$ cat config.mk
export PLATFORM = sky130hd
export DESIGN_NAME = cbmc_ctrl
export DESIGN_NICKNAME = d
export VERILOG_FILES = /design/src/cbmc_pkg.sv /design/src/cbmc_ctrl.sv
export SDC_FILE = /design/constraint.sdc
export NUM_CORES = 1
export LEC_CHECK = 0
export ABC_AREA = 1
export BUFFER_PORTS_ARGS = -buffer_cell sky130_fd_sc_hd__buf_4
export CAP_MARGIN = 20
export CORE_MARGIN = 2
export CORE_UTILIZATION = 50
export CTS_BUF_LIST = sky130_fd_sc_hd__clkbuf_8
export DETAILED_ROUTE_END_ITERATION = 6
export HOLD_SLACK_MARGIN = 0.05
export MAX_ROUTING_LAYER = met4
export PLACE_DENSITY = 0.69
export SYNTH_ARGS = -nofsm -noshare
export SYNTH_HDL_FRONTEND = slang
export SYNTH_SLANG_ARGS = --single-unit
$ cat constraint.sdc
create_clock -name CLK -period 2.4 [get_ports CLK]
set_clock_uncertainty 0.2 [all_clocks]
set_input_delay 0.48 -clock CLK [delete_from_list [all_inputs] [get_ports CLK]]
set_output_delay 0.48 -clock CLK [all_outputs]
set_load 0.02 [all_outputs]
$ cat src/cbmc_pkg.sv
// Purpose: shared constants and types for the boost mode controller
// Assumes: 125 MHz system clock
// Notes:   timing counts derive from a common tick base
package cbmc_pkg;
    localparam int unsigned CLK_MHZ        = 125;
    localparam int unsigned TICK_US        = 1;
    localparam int unsigned TICK_CYC       = TICK_US * CLK_MHZ;
    localparam int unsigned PULSE_US       = 128;
    localparam int unsigned PULSE_TICKS    = PULSE_US / TICK_US;
    localparam int unsigned OVLD_MS        = 30;
    localparam int unsigned OVLD_TICKS     = OVLD_MS * 1000 / TICK_US;
    localparam int unsigned SAFETY_S       = 32;
    localparam int unsigned SAFETY_TICKS   = SAFETY_S * 1000000 / TICK_US;
    localparam int unsigned CNT_W          = 26;

    typedef enum logic [2:0] {
        CBMC_PWRDN  = 3'h0,
        CBMC_HIZ    = 3'h1,
        CBMC_CCFG   = 3'h2,
        CBMC_SHORT  = 3'h3,
        CBMC_PWMCHG = 3'h4,
        CBMC_BOOST  = 3'h5
    } cbmc_mode_e;

    typedef struct packed {
        logic vbus_uvlo;
        logic vbus_min;
        logic bat_short;
        logic bat_lowv;
        logic bat_ov;
        logic bat_min;
        logic bus_ov;
        logic bus_ovld;
        logic chg_fault;
        logic otg;
    } cbmc_sense_s;

    typedef struct packed {
        cbmc_sense_s      s1;
        cbmc_sense_s      s2;
        cbmc_mode_e       mode;
        logic             boost_sel;
        logic             kick;
        logic             fault;
        logic             ovld_lock;
        logic             tmr_lock;
        logic             mode32m;
        logic [CNT_W-1:0] safety_cnt;
        logic [CNT_W-1:0] coarse_cnt;
        logic [CNT_W-1:0] ovld_cnt;
        logic [7:0]       pulse_cnt;
        logic [6:0]       tick_cnt;
        logic             tick;
        logic             stat_low;
    } cbmc_state_s;
endpackage : cbmc_pkg

$ cat src/cbmc_ctrl.sv
// Purpose: boost mode safety timer, boost faults, hi-z and charge states
// Assumes: analog comparator flags arrive asynchronously as level inputs
// Notes:   select, kick and clear bits arrive as one-cycle write strobes from the serial engine
//
// Contract
// - boost start launches 32 s safety timer
// - kick write restarts timer, self-clears
// - timer expiry stops boost, pulses, flags
// - timer fault latched until reset/clear
// - bus overvoltage stops boost, clears select
// - resume only on select write or otg
// - overload fault after 30 ms continuous
// - overload fault blocks boost until clear
// - battery out of range stops boost
// - battery recovery needs select or otg
// - one 128 us low pulse per fault
// - hi-z request without otg gives hi-z
// - coarse timer runs in hi-z, low battery
// - coarse expiry enters 32-minute mode
// - 32-minute mode uvlo forces hi-z
// - charge configure on block or fault
// - short state for low battery
// - pwm charge for normal battery
// - boost without fault, hi-z overrides
`timescale 1ns/1ns
module cbmc_ctrl #(
    parameter int unsigned SAFETY_TICKS = cbmc_pkg::SAFETY_TICKS,
    parameter int unsigned OVLD_TICKS   = cbmc_pkg::OVLD_TICKS,
    parameter int unsigned PULSE_TICKS  = cbmc_pkg::PULSE_TICKS,
    parameter int unsigned TICK_CYC     = cbmc_pkg::TICK_CYC
) (
    input  wire logic                CLK,
    input  wire logic                SYS_RST,
    input  wire cbmc_pkg::cbmc_sense_s SENSE,
    input  wire logic                HIZ_REQ,
    input  wire logic                CHG_DIS,
    input  wire logic                BOOST_SEL_WR,
    input  wire logic                BOOST_SEL_VAL,
    input  wire logic                KICK_WR,
    input  wire logic                FAULT_CLR,
    output logic                     BOOST_SEL,
    output logic                     KICK,
    output logic                     FAULT,
    output logic                     MODE_32M,
    output cbmc_pkg::cbmc_mode_e     MODE,
    output logic                     BOOST_ON,
    output logic                     BUCK_ON,
    output logic                     SHORT_ON,
    output logic                     LINEAR_LIMIT,
    output logic                     SERIAL_ON,
    output logic                     STAT_O,
    output logic                     STAT_OE
);
    cbmc_pkg::cbmc_state_s st_r;
    cbmc_pkg::cbmc_state_s st_nxt;

    logic        hiz;
    logic        boosting;
    logic        boost_fault;
    logic        safety_exp;
    logic        ovld_exp;
    logic        bat_bad;
    logic        pwrdn;
    logic        por;
    cbmc_pkg::cbmc_sense_s s;

    assign s = st_r.s2;

    always_comb begin
        st_nxt       = st_r;
        st_nxt.s1    = SENSE;
        st_nxt.s2    = st_r.s1;
        st_nxt.tick  = 1'b0;
        if (st_r.tick_cnt == 7'(TICK_CYC - 1)) begin
            st_nxt.tick_cnt = 7'h00;
            st_nxt.tick     = 1'b1;
        end else begin
            st_nxt.tick_cnt = st_r.tick_cnt + 7'h01;
        end

        pwrdn = s.vbus_uvlo && s.bat_short && !st_r.mode32m;
        por   = (st_r.mode == cbmc_pkg::CBMC_PWRDN) && !pwrdn;

        hiz = (HIZ_REQ && !s.otg) || (st_r.mode32m && s.vbus_uvlo && !s.otg);
        if (st_r.mode32m && s.vbus_uvlo) begin
            hiz = 1'b1;
        end
        boosting = st_r.mode == cbmc_pkg::CBMC_BOOST;

        st_nxt.kick = 1'b0;
        if (KICK_WR) begin
            st_nxt.kick = 1'b1;
        end
        safety_exp = 1'b0;
        if (!boosting || st_r.kick) begin
            st_nxt.safety_cnt = '0;
        end else if (st_r.tick) begin
            if (st_r.safety_cnt == cbmc_pkg::CNT_W'(SAFETY_TICKS - 1)) begin
                safety_exp = 1'b1;
                st_nxt.safety_cnt = '0;
            end else begin
                st_nxt.safety_cnt = st_r.safety_cnt + 1'b1;
            end
        end

        ovld_exp = 1'b0;
        if (!(boosting && s.bus_ovld)) begin
            st_nxt.ovld_cnt = '0;
        end else if (st_r.tick) begin
            if (st_r.ovld_cnt == cbmc_pkg::CNT_W'(OVLD_TICKS)) begin
                ovld_exp = 1'b1;
                st_nxt.ovld_cnt = '0;
            end else begin
                st_nxt.ovld_cnt = st_r.ovld_cnt + 1'b1;
            end
        end

        bat_bad     = s.bat_ov || s.bat_min;
        boost_fault = boosting && (safety_exp || ovld_exp || s.bus_ov || bat_bad);

        if (BOOST_SEL_WR) begin
            st_nxt.boost_sel = BOOST_SEL_VAL;
        end
        if (boosting && (ovld_exp || s.bus_ov || bat_bad)) begin
            st_nxt.boost_sel = 1'b0;
        end
        if (FAULT_CLR) begin
            st_nxt.fault     = 1'b0;
            st_nxt.ovld_lock = 1'b0;
            st_nxt.tmr_lock  = 1'b0;
        end
        if (boost_fault) begin
            st_nxt.fault = 1'b1;
        end
        if (ovld_exp) begin
            st_nxt.ovld_lock = 1'b1;
        end
        if (boosting && safety_exp) begin
            st_nxt.tmr_lock = 1'b1;
        end

        if (boost_fault) begin
            st_nxt.pulse_cnt = 8'(PULSE_TICKS);
        end else if (st_r.tick && st_r.pulse_cnt != 8'h00) begin
            st_nxt.pulse_cnt = st_r.pulse_cnt - 8'h01;
        end
        st_nxt.stat_low = st_nxt.pulse_cnt != 8'h00;

        if (!(st_r.mode == cbmc_pkg::CBMC_HIZ && s.bat_lowv) || st_r.mode32m) begin
            st_nxt.coarse_cnt = '0;
        end else if (st_r.tick) begin
            if (st_r.coarse_cnt == cbmc_pkg::CNT_W'(SAFETY_TICKS - 1)) begin
                st_nxt.mode32m    = 1'b1;
                st_nxt.coarse_cnt = '0;
            end else begin
                st_nxt.coarse_cnt = st_r.coarse_cnt + 1'b1;
            end
        end

        if (pwrdn) begin
            st_nxt.mode = cbmc_pkg::CBMC_PWRDN;
        end else if (hiz) begin
            st_nxt.mode = cbmc_pkg::CBMC_HIZ;
        end else if ((st_nxt.boost_sel || s.otg) && !boost_fault && !st_r.ovld_lock
                     && !bat_bad && !s.bus_ov && !st_r.tmr_lock) begin
            st_nxt.mode = cbmc_pkg::CBMC_BOOST;
        end else if (st_nxt.boost_sel || s.otg || s.vbus_uvlo) begin
            st_nxt.mode = s.vbus_uvlo ? cbmc_pkg::CBMC_HIZ : cbmc_pkg::CBMC_CCFG;
        end else if (s.vbus_min || CHG_DIS || s.chg_fault) begin
            st_nxt.mode = cbmc_pkg::CBMC_CCFG;
        end else if (s.bat_short) begin
            st_nxt.mode = cbmc_pkg::CBMC_SHORT;
        end else begin
            st_nxt.mode = cbmc_pkg::CBMC_PWMCHG;
        end

        if (por) begin
            st_nxt            = '0;
            st_nxt.s1         = SENSE;
            st_nxt.s2         = st_r.s1;
            st_nxt.mode       = cbmc_pkg::CBMC_CCFG;
        end
    end

    always_ff @(posedge CLK) begin
        if (SYS_RST) begin
            st_r <= '0;
        end else begin
            st_r <= st_nxt;
        end
    end

    assign BOOST_SEL    = st_r.boost_sel;
    assign KICK         = st_r.kick;
    assign FAULT        = st_r.fault;
    assign MODE_32M     = st_r.mode32m;
    assign MODE         = st_r.mode;
    assign BOOST_ON     = st_r.mode == cbmc_pkg::CBMC_BOOST;
    assign BUCK_ON      = st_r.mode == cbmc_pkg::CBMC_PWMCHG;
    assign SHORT_ON     = st_r.mode == cbmc_pkg::CBMC_SHORT;
    assign LINEAR_LIMIT = BOOST_ON && s.bus_ovld;
    assign SERIAL_ON    = st_r.mode != cbmc_pkg::CBMC_PWRDN;
    assign STAT_O       = 1'b0;
    assign STAT_OE      = st_r.stat_low;

    AST_KICK_CLR: assert property (@(posedge CLK) disable iff (SYS_RST)
        KICK |=> !KICK)
        else $error("kick bit not cleared");
    AST_FAULT_PULSE: assert property (@(posedge CLK) disable iff (SYS_RST)
        $rose(FAULT) |-> STAT_OE)
        else $error("no stat pulse on fault");
    AST_FAULT_STOP: assert property (@(posedge CLK) disable iff (SYS_RST)
        $rose(FAULT) |-> !BOOST_ON)
        else $error("boost still on after fault");
    AST_OVLD_BLOCK: assert property (@(posedge CLK) disable iff (SYS_RST)
        (st_r.ovld_lock && !$past(FAULT_CLR)) |-> !BOOST_ON)
        else $error("boost while overload locked");
    AST_HIZ: assert property (@(posedge CLK) disable iff (SYS_RST)
        (HIZ_REQ && !s.otg && !pwrdn && !por) |=> (MODE == cbmc_pkg::CBMC_HIZ))
        else $error("hi-z not entered");
    AST_BUCK: assert property (@(posedge CLK) disable iff (SYS_RST)
        !(BUCK_ON && (BOOST_ON || SHORT_ON)))
        else $error("buck overlaps other converter");
    AST_SEL_DROP: assert property (@(posedge CLK) disable iff (SYS_RST)
        (BOOST_ON && s.bus_ov && !BOOST_SEL_WR) |=> !BOOST_SEL)
        else $error("select not cleared on overvoltage");
    AST_M32: assert property (@(posedge CLK) disable iff (SYS_RST)
        (MODE_32M && !por) |=> MODE_32M)
        else $error("32-minute mode lost");
    AST_KICK_SET: assert property (@(posedge CLK) disable iff (SYS_RST)
        (KICK_WR && !por) |=> KICK)
        else $error("kick bit not set");
    AST_SAFETY_ZERO: assert property (@(posedge CLK) disable iff (SYS_RST)
        st_r.kick |=> (st_r.safety_cnt == '0))
        else $error("safety timer not restarted");
    AST_SAFETY_FAULT: assert property (@(posedge CLK) disable iff (SYS_RST)
        safety_exp |=> FAULT)
        else $error("no fault on timer expiry");
    AST_TMR_LOCK: assert property (@(posedge CLK) disable iff (SYS_RST)
        st_r.tmr_lock |-> !BOOST_ON)
        else $error("boost while timer fault locked");
    AST_FAULT_HOLD: assert property (@(posedge CLK) disable iff (SYS_RST)
        (FAULT && !FAULT_CLR && !por) |=> FAULT)
        else $error("fault lost without clear");
    AST_OV_STOP: assert property (@(posedge CLK) disable iff (SYS_RST)
        (BOOST_ON && s.bus_ov) |=> !BOOST_ON)
        else $error("boost on during overvoltage");
    AST_OV_HOLD: assert property (@(posedge CLK) disable iff (SYS_RST)
        (!BOOST_ON && s.bus_ov) |=> !BOOST_ON)
        else $error("boost started during overvoltage");
    AST_BOOST_REQ: assert property (@(posedge CLK) disable iff (SYS_RST)
        $rose(BOOST_ON) |-> (BOOST_SEL || $past(s.otg)))
        else $error("boost without select or otg");
    AST_BAT_HOLD: assert property (@(posedge CLK) disable iff (SYS_RST)
        (!BOOST_ON && bat_bad) |=> !BOOST_ON)
        else $error("boost started with bad battery");
    AST_OVLD_WAIT: assert property (@(posedge CLK) disable iff (SYS_RST)
        (!st_r.ovld_lock && st_r.ovld_cnt == '0) |=> !st_r.ovld_lock)
        else $error("overload fault too early");
    AST_OVLD_SEL: assert property (@(posedge CLK) disable iff (SYS_RST)
        $rose(st_r.ovld_lock) |-> (!BOOST_SEL && FAULT))
        else $error("select or fault wrong on overload");
    AST_BAT_STOP: assert property (@(posedge CLK) disable iff (SYS_RST)
        (BOOST_ON && bat_bad) |=> (!BOOST_ON && !BOOST_SEL))
        else $error("boost on with bad battery");
    AST_STAT_QUIET: assert property (@(posedge CLK) disable iff (SYS_RST)
        (!st_r.stat_low && !boost_fault) |=> !STAT_OE)
        else $error("stat pulse without fault");
    AST_COARSE_IDLE: assert property (@(posedge CLK) disable iff (SYS_RST)
        (MODE != cbmc_pkg::CBMC_HIZ) |=> (st_r.coarse_cnt == '0))
        else $error("coarse timer runs outside hi-z");
    AST_M32_HIZ: assert property (@(posedge CLK) disable iff (SYS_RST)
        (MODE_32M && s.vbus_uvlo && !por) |=> (MODE == cbmc_pkg::CBMC_HIZ))
        else $error("no hi-z on uvlo in 32-minute mode");
    AST_CCFG_DIS: assert property (@(posedge CLK) disable iff (SYS_RST)
        (CHG_DIS && !HIZ_REQ && !s.vbus_uvlo && !s.otg && !BOOST_SEL && !BOOST_SEL_WR
         && !MODE_32M && !por) |=> (MODE == cbmc_pkg::CBMC_CCFG))
        else $error("charge configure not entered");
    AST_SHORT: assert property (@(posedge CLK) disable iff (SYS_RST)
        (!CHG_DIS && !HIZ_REQ && !s.vbus_uvlo && !s.vbus_min && !s.chg_fault && !s.otg && s.bat_short
         && !BOOST_SEL && !BOOST_SEL_WR && !MODE_32M && !por) |=> SHORT_ON)
        else $error("short state not entered");
    AST_PWM: assert property (@(posedge CLK) disable iff (SYS_RST)
        (!CHG_DIS && !HIZ_REQ && !s.vbus_uvlo && !s.vbus_min && !s.chg_fault && !s.otg && !s.bat_short
         && !BOOST_SEL && !BOOST_SEL_WR && !MODE_32M && !por) |=> BUCK_ON)
        else $error("pwm charge not entered");
    AST_TIMER_CCFG: assert property (@(posedge CLK) disable iff (SYS_RST)
        (safety_exp && BOOST_SEL && !BOOST_SEL_WR && !HIZ_REQ && !MODE_32M && !s.vbus_uvlo)
        |=> (MODE == cbmc_pkg::CBMC_CCFG))
        else $error("fault did not configure");
    AST_PWRDN: assert property (@(posedge CLK) disable iff (SYS_RST)
        pwrdn |=> (MODE == cbmc_pkg::CBMC_PWRDN))
        else $error("power down not entered");
    AST_POR_CLEAR: assert property (@(posedge CLK) disable iff (SYS_RST)
        por |=> (!FAULT && !BOOST_SEL && MODE == cbmc_pkg::CBMC_CCFG))
        else $error("state kept over power-on reset");
    AST_TICK: assert property (@(posedge CLK) disable iff (SYS_RST)
        st_r.tick |=> !st_r.tick)
        else $error("tick longer than one cycle");
endmodule : cbmc_ctrl

==> results of run 1 <==
## logic make-up after synthesis
kind of cell / share of synthesized area [%]
muxes: 0.189
AOI/OAI and AO/OA: 9.62
buffers and inverters: 10.1
DFF: 41.7
xor gates and xnor gates: 2.79
adders and majority gates: 1.68
and+or+nand+nor: 33.9
other: 0.0630
## timing repair
item | CTS | global route
setup endpoints to repair | 0 | 3
endpoints found under the hold margin | 10 | 0
hold buffers | 10 | 0
resized for setup | 0 | 2
## sequential cells by signal (all words and copies together) (netlist names)
signal     cells
FAULT          1
MODE           3
st_r         106
MODE_32M       1
KICK           1
STAT_OE        1
s             10
BOOST_SEL      1
## critical path: stages (launching register included)
cell and delay [ns]:
dfxtp_1 0.39, inv_1 0.06, nor2_1 0.12, nand2_1 0.14, nor2_1 0.18, buf_4 0.18
## synth_stat cells (all sizes together), types with 4 or more instances
| library cell | number | area, sq um |
|---|---|---|
| a21oi | 57 | 285 |
| buf | 11 | 70.1 |
| ha | 8 | 100 |
| dfxtp | 124 | 2480 |
| or2 | 4 | 25.0 |
| a31oi | 5 | 31.3 |
| nor3 | 41 | 231 |
| nor4 | 12 | 75.1 |
| xnor2 | 4 | 35.0 |
| nor2 | 143 | 594 |
| o21ai | 27 | 135 |
| a211oi | 4 | 30.0 |
| o21a | 7 | 52.6 |
| clkbuf | 5 | 18.8 |
| nand3 | 47 | 255 |
| nand4 | 18 | 113 |
| nand2 | 173 | 659 |
| xor2 | 15 | 131 |
| inv | 137 | 514 |
## worst paths after layout
| check | from | end | slack [ns] | cells after the start |
|---|---|---|---|---|
| worst max register to register | st_r[12]$_SDFF_PP0_ | STAT_OE$_SDFF_PP0_ | 0.27 | 12 |
| worst min register to register | st_r[116]$_SDFF_PP0_ | s[2]$_SDFF_PP0_ | 0.21 | 2 |
| worst min-delay path | SENSE[2] | st_r[116]$_SDFF_PP0_ | 0.06 | 3 |
| worst max-delay path | MODE[0]$_SDFF_PP0_ | LINEAR_LIMIT | 0.20 | 5 |
## stage by stage
| step | setup slack (ns) | power (mW) | cells | hold WS (ns) | util (%) |
|---|---|---|---|---|---|
| 3_5_place_dp | 0.255 | 2.30 | 1022 | 0.195 | 55.1 |
| 5_1_grt | 0.0103 | 4.48 | 1064 | 0.0591 | 59.8 |
| 2_1_floorplan | 0.359 | 2.24 | 856 | 0.188 | - |
| 4_1_cts | 0.151 | 4.35 | 1064 | 0.0501 | 59.8 |
| 6_report | 0.200 | 4.31 | 1064 | 0.0611 | 59.8 |
| 3_3_place_gp | 0.345 | 2.29 | 1022 | 0.189 | 55.1 |
## power by group
part	leakage [nW]	internal [mW]	switching, mW	total [mW]
combinational	1.55	0.0723	0.0920	0.164
sequential	1.00	2.08	0.0155	2.10
clock	0.214	1.15	0.904	2.05
## layout by cell type, fill, tap and decap left out, types with 2 or more instances in the layout
cell	Yosys	layout
inv_1	132	132
dfxtp_1	124	124
o21a_1	7	7
nor3_1	37	37
nor3b_1	3	3
nor2_4	6	6
a211oi_1	4	4
clkbuf_8	0	17
or2_2	4	4
xor2_1	15	15
nand2_2	4	5
a21oi_1	57	57
nand3_2	4	4
a31oi_1	5	5
inv_6	0	4
nor2_2	5	6
buf_4	6	39
ha_1	8	8
nor2_1	132	131
inv_2	5	5
nor4_1	12	12
nand2_1	169	168
and3_1	2	2
xnor2_1	4	4
clkinvlp_4	0	3
clkinv_4	0	4
bufinv_16	0	4
nand3_1	43	43
dlygate4sd3_1	0	10
o21ai_0	26	26
nand4_1	18	18
nor3_2	3	3
## layout make-up
cell class | count | area, sq um
clock buffers | 17 | 234
clock inverters | 15 | 213
fillers | 1043 | 4620
inverters | 137 | 514
multi-input cells | 579 | 2880
flip-flops and latches | 124 | 2480
well taps | 143 | 179
repair buffers | 49 | 393
## metal layers
| layer | GRT usage, % | up-vias | routed length, microns |
|---|---|---|---|
| met5 | - | - | 0 |
| met4 | 10.0 | 0 | 166 |
| met3 | 4.87 | 14 | 540 |
| met2 | 34.9 | 114 | 6080 |
| met1 | 27.6 | 2462 | 5910 |
| li1 | - | 2842 | - |
==> results.md, run 1 <==
- Status: finished, violations left
- Failing checks: design-rule violations
- Clk Latency, worst-skew pair: 0.45 ns
- Worst setup SP type: flip-flop
- Nets@finish: 934
- Hold Path Class: in -> reg
- Max-slew headroom: 64.8%
- Die width: 113 microns
- Number of synthesized register bits: 124
- Worst EP arrival: 1.52 ns
- TritonCTS buffer count: 17
- Critical path required time: 1.72 ns
- Largest net degree at the start of global routing: 24
- Synthesized area: 5960 sq um
- Post-synthesis cell type count: 39
- H-tree depth: 4
- Total Wirelength: 12700 microns
- Design area: 6890 sq um
- Final Max Slew Viols: 0
- IO Port Bufs: 30
- Initial antenna violation count: 0
- Area after DPL: 6340 sq um
- Number of global-route vias before repair: 5234
- GP Congestion: 0.864
- Layout cells sized above 1: 11.7%
- Starting Density: 51.7%
- EDFF count, synth: 0
- Global-route wire length before repair: 22700 microns
- First drt pass iteration count: 7
- Fin Setup TNS: 0 ns
- TritonCTS clock tree: done
- RSZ-0062 raised after global routing: no
- Fmax achieved: 0.455 GHz
- Die Height: 113 microns
- Ys flop type: dfxtp_1
- Clock period minus worst slack: 2.20 ns
- Post-DP HPWL: 9350 microns
- Clk slew on worst S/H paths: 0.07 ns
- Final setup fails: 0
- Via count: 5432
- Max-Cap Viols: 0
- Grt ovf: 0
- Post-synthesis async set-or-reset flop share: 0%
- Worst-path fanout max: 5
- Final ANT Viol Nets: 0
- Root Driver: clkbuf_8
- Top Ports: 32
- DR WL/cell: 11.9 microns
- DRC errors left: 1
- Area delta synth->final: 15.7%
- Cell Rows: 39
- Core ar.: 11500 sq um
- Synth warn: 0
- Crit. End Element: primary output
- Syn Inst Count: 856
- Longest Clk Path Bufs: 2
- Leakage power: 2.77 nW
- Max VDD drop: 0.734 mV
- Die area: 12800 sq um
- Syn Nets: 882
- Worst slew pin tran: 0.527 ns
- Gr usage total: 22.2%
- Syn Area/Cell: 6.96 sq um
- Fin. Hold Viols: 0
- # Post-CTS Setup Buffers: 0
- Final period utilization: 91.7%
- 1st-iter DRT viols: 510
- Vias per cell: 5.11
- Crit Path Category: reg -> out
- Clock sinks: 124
- Antenna Cells: 0
- Sequential area share after synthesis: 41.7%
- Power Dens Cells: 626 nW/um^2
No activity file was read; power rests on OpenSTA's default activity.
==> run 2, diff against run 1 <==
- CTS_BUF_LIST: sky130_fd_sc_hd__clkbuf_8 -> sky130_fd_sc_hd__clkbuf_4 sky130_fd_sc_hd__clkbuf_8 sky130_fd_sc_hd__clkbuf_16
- GPL_TIMING_DRIVEN: default -> 0
==> run 2 against run 1 <==
Against the previous run: final cell count is 0.19% lower; clock power is 21% higher; the flow now finishes without violations; first-iteration DRC count is 14% lower; final area is 0.94% higher.
==> results.md, run 2 (synthesis results as in run 1) <==
- Worst slew pin tran: 0.754 ns (was 0.527 ns)
- Fillers: 1071 (was 1043)
- Antenna Cells: 0 (unchanged)
- Largest register FFs: 106 (unchanged)
- Longest Clk Path Bufs: 2 (unchanged)
- Clk Latency, worst-skew pair: 0.42 ns (was 0.45 ns)
- Internal power: 3.74 mW (was 3.30 mW)
- Largest net degree at the start of global routing: 17 (was 24)
- 1st-iter DRT viols: 437 (was 510)
- Leakage power: 2.82 nW (was 2.77 nW)
- Crit Reg-Reg Endpoint: STAT_OE$_SDFF_PP0_ (unchanged)
- Hold Path Class: in -> reg (unchanged)
- Status: completed (was finished, violations left)
- Vias per cell: 5.15 (was 5.11)
- Gr usage total: 21.9% (was 22.2%)
- Most frequent cells in the layout: nand2_1, inv_1, nor2_1, dfxtp_1, a21oi_1 (unchanged)
- Hold path cells: 3 (unchanged)
- Core ar.: 11500 sq um (unchanged)
- Via count: 5471 (was 5432)
- IO Port Bufs: 30 (unchanged)
- Logic gate share of total power: 3.4% (was 3.8%)
- Placement Setup Slack: 0.139 ns (was 0.255 ns)
- Critical path required time: 1.72 ns (about the same)
- Area delta synth->final: 16.8% (was 15.7%)
- Grt ovf: 0 (unchanged)
- Hold Crit Endpoint: st_r[120]$_SDFF_PP0_ (was st_r[116]$_SDFF_PP0_)
- Max-Cap Viols: 0 (unchanged)
- Sw Share: 21.5% (was 23.4%)
- Root Driver: clkbuf_16 (was clkbuf_8)
- Clk slew on worst S/H paths: 0.05 ns (was 0.07 ns)
- Commonest non-fill, non-tap cell in the layout: nand2_1 (unchanged)
- Clock sinks: 124 (unchanged)
- Global-route wire length before repair: 22200 microns (was 22700 microns)
- Max VDD drop: 0.686 mV (was 0.734 mV)
- Final setup fails: 0 (unchanged)
- TritonCTS clock tree: done (unchanged)
- Clock period minus worst slack: 2.24 ns (was 2.20 ns)
- CP dominant cell by count: nor2_1 (unchanged)
- TritonCTS buffer count: 17 (unchanged)
- H-tree depth: 4 (unchanged)
- Worst EP arrival: 1.56 ns (was 1.52 ns)
- Top Ports: 32 (unchanged)
- Post-DP HPWL: 9500 microns (was 9350 microns)
- DRC errors left: 0 (was 1)
- Final period utilization: 93.2% (was 91.7%)
- Number of global-route vias before repair: 5030 (was 5234)
- Initial antenna violation count: 0 (unchanged)
- Reg power frac: 44.2% (was 48.6%)
- Worst-path fanout max: 5 (unchanged)
- Cell Rows: 39 (unchanged)
- GP Congestion: 0.877 (was 0.864)
- Die width: 113 microns (unchanged)
- Total Power: 4.76 mW (was 4.31 mW)
- Clock share of power: 52.4% (was 47.6%)
- Total Wirelength: 12800 microns (was 12700 microns)
- R2R depth: 11 (was 12)
- Layout cells sized above 1: 12.0% (was 11.7%)
- Max-slew headroom: 49.3% (was 64.8%)
- Crit Path Category: reg -> out (unchanged)
- First drt pass iteration count: 5 (was 7)
- Worst setup SP type: flip-flop (unchanged)
- Reg-to-reg startpoint: st_r[69]$_SDFFE_PP0P_ (was st_r[12]$_SDFF_PP0_)
- Fmax achieved: 0.447 GHz (was 0.455 GHz)
- Switching power: 1.02 mW (was 1.01 mW)
- Starting Density: 51.7% (unchanged)
- Crit. End Element: primary output (unchanged)
- Final Max Slew Viols: 0 (unchanged)
- CP max stage cell: dfxtp_1 (unchanged)
- DR WL/cell: 12.1 microns (was 11.9 microns)
- Hold Startpoint: SENSE[6] (was SENSE[2])
- R2r setup slk: 0.21 ns (was 0.27 ns)
- Fin. Hold Viols: 0 (unchanged)
- Final ANT Viol Nets: 0 (unchanged)
- Critical Path Max Stage Delay: 0.40 ns (was 0.39 ns)
- Die area: 12800 sq um (unchanged)
- Die Height: 113 microns (unchanged)
- Power Dens Cells: 684 nW/um^2 (was 626 nW/um^2)
- Reg with most FFs: st_r (unchanged)
- Fin Setup TNS: 0 ns (unchanged)
- Nets@finish: 932 (was 934)
- Final worst-path setup slack: 0.163 ns (was 0.200 ns)
- Crit-path cells: inv_1, nor2_1, nand2_1, nor2_1, buf_4 (unchanged)
-- run 2: cell count changes in the layout (fill, tap and decap cells not counted), moves of 2 or more --
cell / previous run / this run
dlygate4sd3_1: 10 / 1
buf_4: 39 / 36
buf_2: 0 / 5
clkbuf_1: 0 / 5
bufinv_16: 4 / 2
clkbuf_8: 17 / 2
clkinv_2: 0 / 7
clkinvlp_4: 3 / 1
clkinv_4: 4 / 1
inv_6: 4 / 1
clkbuf_16: 0 / 17
-- run 2: area by class of cell --
class	instances	area, sq um	area share (%)
Inverter	137	514	7.39
Tap cell	143	179	2.57
Buffer	16	88.8	1.28
Sequential cell	124	2480	35.7
Multi-Input combinational cell	579	2880	41.3
Timing Repair Buffer	31	235	3.38
Clock buffer	20	460	6.62
Clock inverter	12	120	1.73
-- run 2: what timing repair did --
| action | 4_1_cts | 5_1_grt |
|---|---|---|
| endpoints found under the setup margin | 0 | 4 |
| gates resized for setup | 0 | 3 |
| hold buffers | 1 | 0 |
| buffers inserted | 0 | 0 |
| hold endpoints to repair | 1 | 0 |
-- run 2: worst max-delay path by stage --
stage | end | depth (start not counted) | startpoint
6_report | LINEAR_LIMIT | 5 | MODE[0]$_SDFF_PP0_
4_1_cts | STAT_OE$_SDFF_PP0_ | 12 | MODE[0]$_SDFF_PP0_
3_5_place_dp | STAT_OE$_SDFF_PP0_ | 12 | MODE[0]$_SDFF_PP0_
5_1_grt | st_r[63]$_SDFFE_PP0P_ | 11 | st_r[43]$_SDFFE_PP0P_
3_3_place_gp | STAT_OE$_SDFF_PP0_ | 12 | MODE[0]$_SDFF_PP0_
2_1_floorplan | STAT_OE$_SDFF_PP0_ | 12 | MODE[0]$_SDFF_PP0_
-- run 2: metrics by stage --
| stage | instances | hold WS [ns] | instance area, sq um | util [%] |
|---|---|---|---|---|
| 5_1_grt | 1062 | 0.0684 | 6960 | 60.4 |
| 2_1_floorplan | 856 | 0.188 | 5960 | - |
| 4_1_cts | 1062 | 0.0507 | 6950 | 60.4 |
| 3_3_place_gp | 1029 | 0.193 | 6360 | 55.2 |
| 6_report | 1062 | 0.0566 | 6960 | 60.4 |
| 3_5_place_dp | 1029 | 0.196 | 6360 | 55.2 |
-- run 2: worst max-delay path, delay by kind of cell, from the launching register on --
family        cells  cell delay (ns)
buf+inv           2             0.25
flops             1             0.40
simple gates      3             0.49
-- run 2: metal layers --
layer | vias up | global-route usage, % | wire length (microns) | share of wire [%]
met2 | 92 | 36.6 | 6370 | 50
li1 | 2835 | - | - | -
met3 | 18 | 6.37 | 500 | 3.9
met5 | - | - | 0 | 0
met1 | 2526 | 25.5 | 5790 | 45
met4 | 0 | 6.83 | 167 | 1.3
-- run 2: power by group through the flow --
stage / Combinational [mW] / Sequential [mW] / Clock (mW)
6_report: 0.160 / 2.10 / 2.49
5_1_grt: 0.180 / 2.10 / 2.64
4_1_cts: 0.162 / 2.10 / 2.54
3_5_place_dp: 0.160 / 2.15 / 0
3_3_place_gp: 0.156 / 2.15 / 0
2_1_floorplan: 0.0949 / 2.14 / 0
